**src/verilog/trap_int_regs.vh**
```
// constants for the trap and port edge interrupt logic
`ifndef TRAP_INT_REGS_VH
`define TRAP_INT_REGS_VH
// axi4-lite register byte offsets
`define OFF_CTRL 4'h0
`define OFF_WAKE_EN 4'h4
`define OFF_WAKE_EDGE 4'h8
`define OFF_WAKE_PEND 4'hC
// control register fields
`define CTRL_GIE 0
`define CTRL_PORT_GROUP_INTERRUPT_ENABLE 1
`define CTRL_IN_SVC 2
`define CTRL_TRAP 3
// reset values
`define RST_BYTE 8'h00
// opcodes and vector codes
`define TRAP_OPCODE 8'h00
`define VEC_TRAP 8'hFE
`define VEC_PORT 8'hE2
`define VEC_DEFAULT 8'hE0
// addresses
`define STACK_FLOOR 8'h6F
`define SP_WRAPPED 8'hFF
`define PC_ON_UNDERFLOW 15'h7FFF
`define PC_TOP_IMPL 15'h0FFF
// axi responses
`define RESP_OKAY 2'h0
`define RESP_SLVERR 2'h2
`endif
```
**src/verilog/edge_bit.v**
```verilog
// one port line edge detector and pending latch
`timescale 1ns/10ps
module edge_bit (
  input wire ref_clk_i,
  input wire srst_i,
  input wire pin_i,
  input wire falling_i,
  input wire clear_i,
  output reg pend_o
);
  reg sync1;
  reg sync2;
  reg prev;
  wire trig;

  assign trig = falling_i ? (prev & ~sync2) : (~prev & sync2);

  always @(posedge ref_clk_i)
  begin
    if (srst_i)
    begin
      sync1 <= 1'b0;
      sync2 <= 1'b0;
      prev <= 1'b0;
      pend_o <= 1'b0;
    end
    else
    begin
      sync1 <= pin_i;
      sync2 <= sync1;
      prev <= sync2;
      // set wins over a software clear in the same cycle
      if (trig)
        pend_o <= 1'b1;
      else if (clear_i)
        pend_o <= 1'b0;
    end
  end
endmodule // edge_bit

```
**src/verilog/fetch_guard.v**
```verilog
// program fetch guard: absent memory and stack underflow handling
`timescale 1ns/10ps
`include "trap_int_regs.vh"
module fetch_guard (
  input wire [14:0] fetch_addr_i,
  input wire [7:0] mem_data_i,
  input wire mem_programmed_i,
  input wire pop_i,
  input wire [7:0] sp_i,
  output wire [7:0] opcode_o,
  output wire pc_force_o,
  output wire [14:0] pc_force_val_o
);
  // beyond implemented space or unprogrammed reads as zero
  assign opcode_o = ((fetch_addr_i > `PC_TOP_IMPL) || !mem_programmed_i) ?
    `TRAP_OPCODE : mem_data_i;
  // popping past the floor loads the top program address
  assign pc_force_o = pop_i && (sp_i >= `STACK_FLOOR) && (sp_i != `SP_WRAPPED) ? 1'b0 :
    pop_i;
  assign pc_force_val_o = `PC_ON_UNDERFLOW;
endmodule // fetch_guard

```
**src/verilog/trap_edge_int.v**
```verilog
// trap pending flag, port edge interrupts and vector arbitration
//
// The AXI4-Lite slave port and the register addresses were left to the implementer.
`timescale 1ns/10ps
`include "trap_int_regs.vh"
module trap_edge_int (
  input wire ref_clk_i,
  input wire srst_i,
  input wire [7:0] port_pin_i,
  input wire [14:0] fetch_addr_i,
  input wire [7:0] mem_data_i,
  input wire mem_programmed_i,
  input wire ir_load_i,
  input wire pop_i,
  input wire [7:0] sp_i,
  input wire clear_pending_instruction_i,
  input wire vectoring_instruction_i,
  input wire return_from_interrupt_instruction_i,
  input wire [14:0] pc_i,
  input wire low_power_i,
  input wire [3:0] awaddr_i,
  input wire awvalid_i,
  output reg awready_o,
  input wire [31:0] wdata_i,
  input wire [3:0] wstrb_i,
  input wire wvalid_i,
  output reg wready_o,
  output reg [1:0] bresp_o,
  output reg bvalid_o,
  input wire bready_i,
  input wire [3:0] araddr_i,
  input wire arvalid_i,
  output reg arready_o,
  output reg [31:0] rdata_o,
  output reg [1:0] rresp_o,
  output reg rvalid_o,
  input wire rready_i,
  output reg [7:0] ir_o,
  output reg trap_take_o,
  output reg [14:0] push_addr_o,
  output reg port_irq_o,
  output reg [7:0] pc_low_o,
  output reg pc_low_load_o,
  output reg pc_force_o,
  output reg [14:0] pc_force_val_o,
  output reg wake_o,
  output reg wake_to_isr_o
);
  ////////////////////////////////////////////////////////////////////
  reg trap_pending_flag; // internal only, never on the bus
  reg global_interrupt_enable;
  reg port_group_interrupt_enable;
  reg in_service;
  reg [7:0] wake_enable_register;
  reg [7:0] wake_edge_select_register;
  wire [7:0] wake_pending_register;
  reg [7:0] pend_clear;
  wire [7:0] opcode;
  wire force_pc;
  wire [14:0] force_val;
  wire trap_now;
  wire port_req;
  wire any_edge;
  reg aw_got;
  reg w_got;
  reg [3:0] aw_addr;
  reg [31:0] w_data;
  reg [3:0] w_strb;
  genvar gi;

  fetch_guard u_guard (
    .fetch_addr_i(fetch_addr_i),
    .mem_data_i(mem_data_i),
    .mem_programmed_i(mem_programmed_i),
    .pop_i(pop_i),
    .sp_i(sp_i),
    .opcode_o(opcode),
    .pc_force_o(force_pc),
    .pc_force_val_o(force_val)
  );

  generate
    for (gi = 0; gi < 8; gi = gi + 1)
    begin : g_line
      edge_bit u_bit (
        .ref_clk_i(ref_clk_i),
        .srst_i(srst_i),
        .pin_i(port_pin_i[gi]),
        .falling_i(wake_edge_select_register[gi]),
        .clear_i(pend_clear[gi]),
        .pend_o(wake_pending_register[gi])
      );
    end
  endgenerate

  ////////////////////////////////////////////////////////////////////
  assign trap_now = ir_load_i && (opcode == `TRAP_OPCODE);
  // all eight lines funnel into one request
  assign port_req = |(wake_pending_register & wake_enable_register) &&
    port_group_interrupt_enable && global_interrupt_enable;
  // any enabled pending edge, not gated by the interrupt enables, a pending trap or service
  assign any_edge = |(wake_pending_register & wake_enable_register);

  always @(posedge ref_clk_i)
  begin
    if (srst_i)
    begin
      trap_pending_flag <= 1'b0;
      in_service <= 1'b0;
      ir_o <= `RST_BYTE;
      trap_take_o <= 1'b0;
      push_addr_o <= 15'h0000;
      port_irq_o <= 1'b0;
      pc_low_o <= `RST_BYTE;
      pc_low_load_o <= 1'b0;
      pc_force_o <= 1'b0;
      pc_force_val_o <= 15'h0000;
      wake_o <= 1'b0;
      wake_to_isr_o <= 1'b0;
    end
    else
    begin
      if (ir_load_i)
        ir_o <= opcode;
      // trap taken at once, even inside a service routine
      trap_take_o <= trap_now;
      if (trap_now)
        push_addr_o <= fetch_addr_i; // address of the trap opcode
      // set beats clear when both land in one cycle
      if (trap_now)
        trap_pending_flag <= 1'b1;
      else if (clear_pending_instruction_i)
        trap_pending_flag <= 1'b0;
      port_irq_o <= port_req && !trap_pending_flag && !in_service;
      if (vectoring_instruction_i && !trap_pending_flag && port_req)
        in_service <= 1'b1;
      else if (return_from_interrupt_instruction_i)
        in_service <= 1'b0;
      pc_low_load_o <= vectoring_instruction_i;
      if (vectoring_instruction_i)
      begin
        if (trap_pending_flag)
          pc_low_o <= `VEC_TRAP;
        else if (port_req)
          pc_low_o <= `VEC_PORT;
        else
          pc_low_o <= `VEC_DEFAULT;
      end
      pc_force_o <= force_pc;
      pc_force_val_o <= force_val;
      // port edge wakes the core; isr first only when enabled
      wake_o <= low_power_i && any_edge;
      wake_to_isr_o <= low_power_i && any_edge && port_req;
    end
  end

  ////////////////////////////////////////////////////////////////////
  // axi4-lite slave, one write and one read at a time
  always @*
  begin
    pend_clear = 8'h00;
    if (aw_got && w_got && !bvalid_o && aw_addr == `OFF_WAKE_PEND && w_strb[0])
      pend_clear = w_data[7:0]; // write one to clear
  end

  always @(posedge ref_clk_i)
  begin
    if (srst_i)
    begin
      awready_o <= 1'b0;
      wready_o <= 1'b0;
      bvalid_o <= 1'b0;
      bresp_o <= `RESP_OKAY;
      arready_o <= 1'b0;
      rvalid_o <= 1'b0;
      rresp_o <= `RESP_OKAY;
      rdata_o <= 32'h00000000;
      aw_got <= 1'b0;
      w_got <= 1'b0;
      aw_addr <= 4'h0;
      w_data <= 32'h00000000;
      w_strb <= 4'h0;
      global_interrupt_enable <= 1'b0;
      port_group_interrupt_enable <= 1'b0;
      wake_enable_register <= `RST_BYTE;
      wake_edge_select_register <= `RST_BYTE;
    end
    else
    begin
      awready_o <= !aw_got && !awready_o && awvalid_i;
      wready_o <= !w_got && !wready_o && wvalid_i;
      if (awvalid_i && awready_o)
      begin
        aw_got <= 1'b1;
        aw_addr <= awaddr_i;
      end
      if (wvalid_i && wready_o)
      begin
        w_got <= 1'b1;
        w_data <= wdata_i;
        w_strb <= wstrb_i;
      end
      if (aw_got && w_got && !bvalid_o)
      begin
        bvalid_o <= 1'b1;
        bresp_o <= `RESP_OKAY;
        if (w_strb[0])
        begin
          case (aw_addr)
            `OFF_CTRL:
            begin
              global_interrupt_enable <= w_data[`CTRL_GIE];
              port_group_interrupt_enable <= w_data[`CTRL_PORT_GROUP_INTERRUPT_ENABLE];
            end
            `OFF_WAKE_EN: wake_enable_register <= w_data[7:0];
            `OFF_WAKE_EDGE: wake_edge_select_register <= w_data[7:0];
            `OFF_WAKE_PEND: ;
            default: bresp_o <= `RESP_SLVERR;
          endcase
        end
      end
      if (bvalid_o && bready_i)
      begin
        bvalid_o <= 1'b0;
        aw_got <= 1'b0;
        w_got <= 1'b0;
      end
      arready_o <= !arready_o && !rvalid_o && arvalid_i;
      if (arvalid_i && arready_o)
      begin
        rvalid_o <= 1'b1;
        rresp_o <= `RESP_OKAY;
        rdata_o <= 32'h00000000;
        case (araddr_i)
          `OFF_CTRL:
          begin
            rdata_o[`CTRL_GIE] <= global_interrupt_enable;
            rdata_o[`CTRL_PORT_GROUP_INTERRUPT_ENABLE] <= port_group_interrupt_enable;
            rdata_o[`CTRL_IN_SVC] <= in_service;
          end
          `OFF_WAKE_EN: rdata_o[7:0] <= wake_enable_register;
          `OFF_WAKE_EDGE: rdata_o[7:0] <= wake_edge_select_register;
          `OFF_WAKE_PEND: rdata_o[7:0] <= wake_pending_register;
          default: rresp_o <= `RESP_SLVERR;
        endcase
      end
      else if (rvalid_o && rready_i)
        rvalid_o <= 1'b0;
    end
  end
endmodule // trap_edge_int

```
**config.mk**
```make
export PLATFORM = sky130hd
export DESIGN_NAME = trap_edge_int
export DESIGN_NICKNAME = d
export VERILOG_FILES = /design/src/verilog/edge_bit.v /design/src/verilog/fetch_guard.v /design/src/verilog/trap_edge_int.v
export VERILOG_INCLUDE_DIRS = /design/src /design/src/verilog
export SDC_FILE = /design/constraint.sdc
export NUM_CORES = 1
export LEC_CHECK = 0
export BUFFER_PORTS_ARGS = -buffer_cell sky130_fd_sc_hd__buf_2
export CAP_MARGIN = 10
export CELL_PAD_IN_SITES_DETAIL_PLACEMENT = 1
export CELL_PAD_IN_SITES_GLOBAL_PLACEMENT = 2
export CORE_MARGIN = 5
export CORE_UTILIZATION = 28
export CTS_BUF_LIST = sky130_fd_sc_hd__clkbuf_4 sky130_fd_sc_hd__clkbuf_8 sky130_fd_sc_hd__clkbuf_16
export CTS_CLUSTER_SIZE = 12
export DETAILED_ROUTE_END_ITERATION = 16
export GPL_ROUTABILITY_DRIVEN = 1
export PLACE_DENSITY = 0.83
export SLEW_MARGIN = 25
export SYNTH_ARGS = -nofsm -noshare
export SYNTH_HDL_FRONTEND = slang
export SYNTH_SLANG_ARGS = --single-unit
```
**constraint.sdc**
```tcl
create_clock -name ref_clk_i -period 1.75 [get_ports ref_clk_i]
set_input_delay 0.175 -clock ref_clk_i [delete_from_list [all_inputs] [get_ports ref_clk_i]]
set_output_delay 0.175 -clock ref_clk_i [all_outputs]
set_load 0.05 [all_outputs]
```
==> results of run 1 <==
-- layout by cell type (no fill, tap or decap), types with 3 or more instances in the layout --
cell type,count
nand2b_1,10
o21ai_0,23
a22oi_1,5
or3b_2,8
o2111ai_1,12
bufinv_16,6
buf_2,134
o31ai_1,8
dfxtp_1,115
a22o_1,7
clkbuf_16,17
a311oi_1,4
clkbuf_8,4
nor4b_1,5
and2_1,3
nand3_1,54
nand4bb_1,3
conb_1,27
inv_1,13
nand3b_1,9
nand2_1,33
nor3b_1,13
nor2_1,10
nor2b_1,25
and3b_1,12
a21oi_1,60
mux2_2,5
a31oi_1,9
buf_4,12
dlygate4sd3_1,19
mux4_2,3
-- registers in the layout, summed over array words and instances, names as in the netlist, 3 cells and up --
register	count
g_line.u_bit.prev	8
g_line.u_bit.sync2	8
push_addr_o	15
pc_low_o	3
aw_addr	4
g_line.u_bit.pend_o	8
rdata_o	8
wake_edge_select_register	8
w_data	8
g_line.u_bit.sync1	8
ir_o	8
wake_enable_register	8
-- metal layers --
layer | vias to the layer above | GRT usage | share of wire
li1 | 2222 | - | -
met1 | 2168 | 0.1623 | 0.41
met2 | 145 | 0.2486 | 0.51
met3 | 23 | 0.04365 | 0.062
met4 | 0 | 0.05364 | 0.018
met5 | - | 0 | 0
-- where the power goes --
part | leakage (nW) | total (W) | internal, W | switching [W]
Combinational | 1.44 | 0.000818 | 0.000238 | 0.000580
Clock | 0.340 | 0.00401 | 0.00282 | 0.00118
Sequential | 0.938 | 0.00278 | 0.00271 | 0.0000684
-- per-stage QoR --
stage,setup slack [ns],utilization,hold WS [ns],power [W]
2_1_floorplan,0.1909,-,0.2751,0.003459
3_3_place_gp,0.2317,0.3221,0.3824,0.003594
3_5_place_dp,0.1690,0.3221,0.3900,0.003620
4_1_cts,0.2094,0.3703,0.0008331,0.007705
5_1_grt,0.1402,0.3709,0.01427,0.007888
6_report,0.2025,0.3709,0.01465,0.007602
-- layout make-up --
type | count | area, µm²
Inverter | 14 | 52.55
Fill cell | 2108 | 11300
Tap cell | 229 | 286.5
Clock inverter | 9 | 198.9
Timing Repair Buffer | 166 | 970.9
Sequential cell | 115 | 2302
Clock buffer | 22 | 488.0
Multi-Input combinational cell | 377 | 2364
-- worst max-delay path by stage --
stage | start | end | slack, ns | cells past startpoint
2_1_floorplan | bvalid_o | global_interrupt_enable | 0.19 | 4
3_3_place_gp | srst_i | rdata_o[5] | 0.23 | 4
3_5_place_dp | srst_i | rdata_o[4] | 0.17 | 4
4_1_cts | bvalid_o | wake_edge_select_register[4] | 0.21 | 3
5_1_grt | bvalid_o | wake_edge_select_register[4] | 0.14 | 3
6_report | bvalid_o | wake_edge_select_register[4] | 0.20 | 3
-- kinds of logic after synthesis --
family                 after synthesis  synth area share
AND/OR/NAND/NOR                    202            0.2434
flip-flops                         115            0.4501
multiplexers                        10           0.02813
other                                1         0.0007332
AO/OA/AOI/OAI                      138            0.1666
buffers and inverters               98            0.1111
-- worst register-to-register path: stages (launching register included) --
cell       delay, ns
dfxtp_1         0.42
nand4bb_1       0.53
o21ai_0         0.36
a21oi_1         0.11
-- timing repair --
| item | in CTS | in global routing |
|---|---|---|
| gates resized for setup | 0 | 0 |
| endpoints found under the hold margin | 18 | 1 |
| hold buffers | 18 | 1 |
==> flow_metrics.env, run 1 <==
export IMPL_skew_ns=0.004996
export IMPL_port_buffers=135
export IMPL_finalSetupViolCount=0
export IMPL_synth_most_common_cell="dfxtp_1"
export IMPL_critPathBufInv=0
export IMPL_design_area_mm2=0.006663
export IMPL_p_leak_nw=2.721
export IMPL_slew_headroom=0.5727
export IMPL_ys_ff_latch=115
export IMPL_clkSinkCount=115
export IMPL_core_area_mm2=0.01796
export IMPL_cp_cell_sequence="nand4bb_1 -> o21ai_0 -> a21oi_1"
export IMPL_dpl_instance_area_mm2=0.005786
export IMPL_final_cells=932
export IMPL_power_density_mw_per_mm2=1141
export IMPL_drtIter0Drc=125
export IMPL_hold_path_class="in -> reg"
export IMPL_place_inst=882
export IMPL_synth_seq_area_share=0.4501
export IMPL_dieArea_mm2=0.02107
export IMPL_gp_congestion=0.7661
export IMPL_syn2layout_area_growth_pct=30.26
export IMPL_reg2regPathDepth=3
export IMPL_insertion_delay_ns=0.42
export IMPL_ys_top_cells_by_area="dfxtp_1, buf_4, a21oi_1"
export IMPL_grt_pass1_wl_um=24590
export IMPL_syn_area_mm2=0.005115
export IMPL_peakVddDrop_mv=0.6684
export IMPL_cp_max_fo=12
export IMPL_grt_overflow=0
export IMPL_fin_crit_sh=0.8843
export IMPL_finalHoldViolCount=0
export IMPL_post_cts_buffers=0
export IMPL_synth_top_area_cell="dfxtp_1"
export IMPL_crit_reg2reg_launch="bvalid_o"
export IMPL_routed_wl_um=15240
export IMPL_nets=803
export IMPL_yosys_top_cells_count="dfxtp_1, a21oi_1, nand3_1"
export IMPL_die_h_um=145.2
export IMPL_drive_gt1_frac=0.2873
export IMPL_numCtsBuffers=17
export IMPL_ios=205
export IMPL_crit_type="reg -> reg"
export IMPL_synth_edf_count=0
export IMPL_routedWlPerCell_um=16.35
export IMPL_slowest_delay_ns=0.52
export IMPL_clockBufferDepth=2
export IMPL_grt_antenna_before_repair=0
export IMPL_clk_pin_slew_ns=0.05
export IMPL_grt_max_degree=83
export IMPL_synth_yosys_warnings=0
export IMPL_ant_nets=0
export IMPL_cts_tree="built"
export IMPL_required_ns=2.03
export IMPL_critical_path_top_delay_family="simple AND/OR/NAND/NOR gates"
export IMPL_synthCells=564
export IMPL_worstMarginPinSlew_ns=0.6410
export IMPL_yosys_area_top_type_share=0.4501
export IMPL_crit_arrival_ns=1.83
export IMPL_insertedDiodeCount=0
export IMPL_rows=49
export IMPL_clock_fmax_mhz=646.2
export IMPL_hold_path_end="w_data[3]"
export IMPL_tns_ns=0
export IMPL_r2r_setup_slack_ns=0.20
export IMPL_htreeDepth=4
export IMPL_hp_start="wdata_i[3]"
export IMPL_viasPerCell=4.891
export IMPL_rsz0062_at_grt="no"
export IMPL_firstDrtPassIters=4
export IMPL_die_w_um=145.2
export IMPL_drcViolationCount=0
export IMPL_cap_violations=0
export IMPL_worstSetupStartpointType="register"
export IMPL_initial_core_util=0.2847
export IMPL_vias=4558
export IMPL_worstSetupEndpointType="register"
export IMPL_root_buffer="clkbuf_16"
export IMPL_syn_avg_cell_area_um2=9.069
export IMPL_first_global_vias=4698
export IMPL_synthArstFlopShare=0
export IMPL_dp_hpwl_um=10960
export IMPL_final_max_slew_violation_count=0
export IMPL_r2r_end="wake_edge_select_register[4]"
export IMPL_grt_total_usage=0.1420
export IMPL_status="finished, final reports clean"
export IMPL_hold_depth=3
export IMPL_cp_slowest_cell="nand4bb_1"
export IMPL_yosys_cell_types_count=51
export IMPL_synth_ff_type="dfxtp_1"
export IMPL_period_minus_slack_ns=1.548
Note: power is estimated with default switching activity, not from simulation.
==> inputs of run 2 (changes only) <==
- GPL_TIMING_DRIVEN: not set -> 0
- PLACE_DENSITY: 0.83 -> 0.86
==> run 2 against run 1 <==
  * Combinational power is 12% higher
  * Final area is 4.6% higher
  * Critical endpoint is now pc_low_o[1]
  * Via count is 6.8% higher
  * Critical path depth stayed put
  * Largest cell class unchanged
  * Clock skew is 0.0042 ns higher
  * Non-clock buffer count is 72 higher
  * Final cell count is 7.8% higher
  * First-iteration DRC count is 4.8% higher
  * Routed wire length is 8.8% higher
  * Worst setup slack worse by 0.081 ns
  * Fmax is 5.0% lower
  * Clock power is 14% lower
  * Critical path type unchanged
==> flow_metrics.env, run 2 (synthesized netlist as in run 1, its figures left out) <==
export IMPL_firstDrtPassIters=4
export IMPL_drive_gt1_frac=0.3183
export IMPL_final_max_slew_violation_count=0
export IMPL_worstSetupStartpointType="register"
export IMPL_routedWlPerCell_um=16.49
export IMPL_gp_congestion=0.8041
export IMPL_grt_overflow=0
export IMPL_grt_util_met1=0.1925
export IMPL_largest_register_ffs=15
export IMPL_initial_core_util=0.2847
export IMPL_die_h_um=145.2
export IMPL_ant_nets=0
export IMPL_period_minus_slack_ns=1.629
export IMPL_port_buffers=131
export IMPL_grt_use_met3=0.04740
export IMPL_final_core_util=0.3881
export IMPL_tns_ns=0
export IMPL_dieArea_mm2=0.02107
export IMPL_vias=4870
export IMPL_p_leak_nw=2.928
export IMPL_nets=875
export IMPL_rsz0062_at_grt="no"
export IMPL_core_area_mm2=0.01796
export IMPL_crit_arrival_ns=1.90
export IMPL_clock_fmax_mhz=613.9
export IMPL_clk_pin_slew_ns=0.06
export IMPL_slew_headroom=0.5068
export IMPL_root_buffer="clkbuf_16"
export IMPL_setup_ws_ns=0.1211
export IMPL_finalHoldViolCount=0
export IMPL_routed_wl_um=16570
export IMPL_peakVddDrop_mv=0.7066
export IMPL_die_w_um=145.2
export IMPL_insertedDiodeCount=0
export IMPL_grt_antenna_before_repair=0
export IMPL_clockBufferDepth=2
export IMPL_drcViolationCount=0
export IMPL_clkSinkCount=115
export IMPL_grt_pass1_wl_um=26230
export IMPL_worstMarginPinSlew_ns=0.7303
export IMPL_numCtsBuffers=17
export IMPL_skew_ns=0.009178
export IMPL_n_fill_cell=2176
export IMPL_place_ws_ns=0.04314
export IMPL_final_cells=1005
export IMPL_seqCellArea_mm2=0.002302
export IMPL_hold_path_class="in -> reg"
export IMPL_power_density_mw_per_mm2=1024
export IMPL_htreeDepth=4
export IMPL_grt_total_usage=0.1538
export IMPL_final_cell_mix="buf_2, dfxtp_1, a21oi_1, nand3_1, buf_4"
export IMPL_grt_busiest_layer="met2"
export IMPL_status="finished, final reports clean"
export IMPL_cp_max_fo=3
export IMPL_required_ns=2.02
export IMPL_crit_type="reg -> reg"
export IMPL_ios=205
export IMPL_viasPerCell=4.846
export IMPL_multi_input_area_mm2=0.002342
export IMPL_finalSetupViolCount=0
export IMPL_fin_crit_sh=0.9308
export IMPL_dp_hpwl_um=12310
export IMPL_cts_tree="built"
export IMPL_syn2layout_area_growth_pct=36.30
export IMPL_rows=49
export IMPL_final_common_cell="buf_2"
export IMPL_drtIter0Drc=131
export IMPL_insertion_delay_ns=0.42
export IMPL_holdWs_ns=0.02123
export IMPL_place_inst=950
export IMPL_first_global_vias=4957
export IMPL_cap_violations=0
export IMPL_top_register="push_addr_o"
export IMPL_use_met2=0.2551
export IMPL_worstSetupEndpointType="register"
export IMPL_grt_max_degree=17
[run 2: report_power, final]
group	internal (W)	switching [W]
combinational	0.000308	0.000608
clock	0.00218	0.00126
sequential	0.00271	0.0000699
total	0.00520	0.00194
[run 2: area by class of cell]
type / instances / share of cell area
Clock inverter: 12 / 0.01884
Clock buffer: 20 / 0.06604
Buffer: 84 / 0.07394
Tap cell: 229 / 0.04110
Timing Repair Buffer: 154 / 0.1263
Sequential cell: 115 / 0.3302
Multi-Input combinational cell: 377 / 0.3360
Inverter: 14 / 0.007538
[run 2: final timing paths]
kind / endpoint / cells past startpoint / slack, ns / start
worst max-delay path: pc_low_o[1] / 3 / 0.12 / wake_enable_register[3]
worst min-delay path: aw_addr[2] / 3 / 0.02 / awaddr_i[2]
worst max register to register: pc_low_o[1] / 3 / 0.12 / wake_enable_register[3]
worst min register to register: g_line[5].u_bit.sync2 / 1 / 0.44 / g_line[5].u_bit.sync1
[run 2: metrics by stage]
step | instance area (µm²) | power, W
global route | 6972 | 0.007408
CTS | 6972 | 0.007213
detailed placement | 6155 | 0.003712
finish | 6972 | 0.007136
floorplan | 5213 | 0.003459
global placement | 6155 | 0.003701
[run 2: timing repair]
action                                  CTS  global route
hold buffers                             21             0
endpoints found under the setup margin    1             0
gates resized for setup                   0             0
hold endpoints to repair                 22             0
setup buffers                             2             0
[run 2: critical path: stages, from the launching register on]
cell and delay (ns):
dfxtp_1 0.33, a22o_1 0.26, o41ai_1 0.70, a311oi_1 0.18
[run 2: per-layer routing]
layer  vias up  routed length, µm
met1      2327               7400
li1       2370                  -
met4         0                192
met3        17               1093
met2       156               7886
met5         -                  0
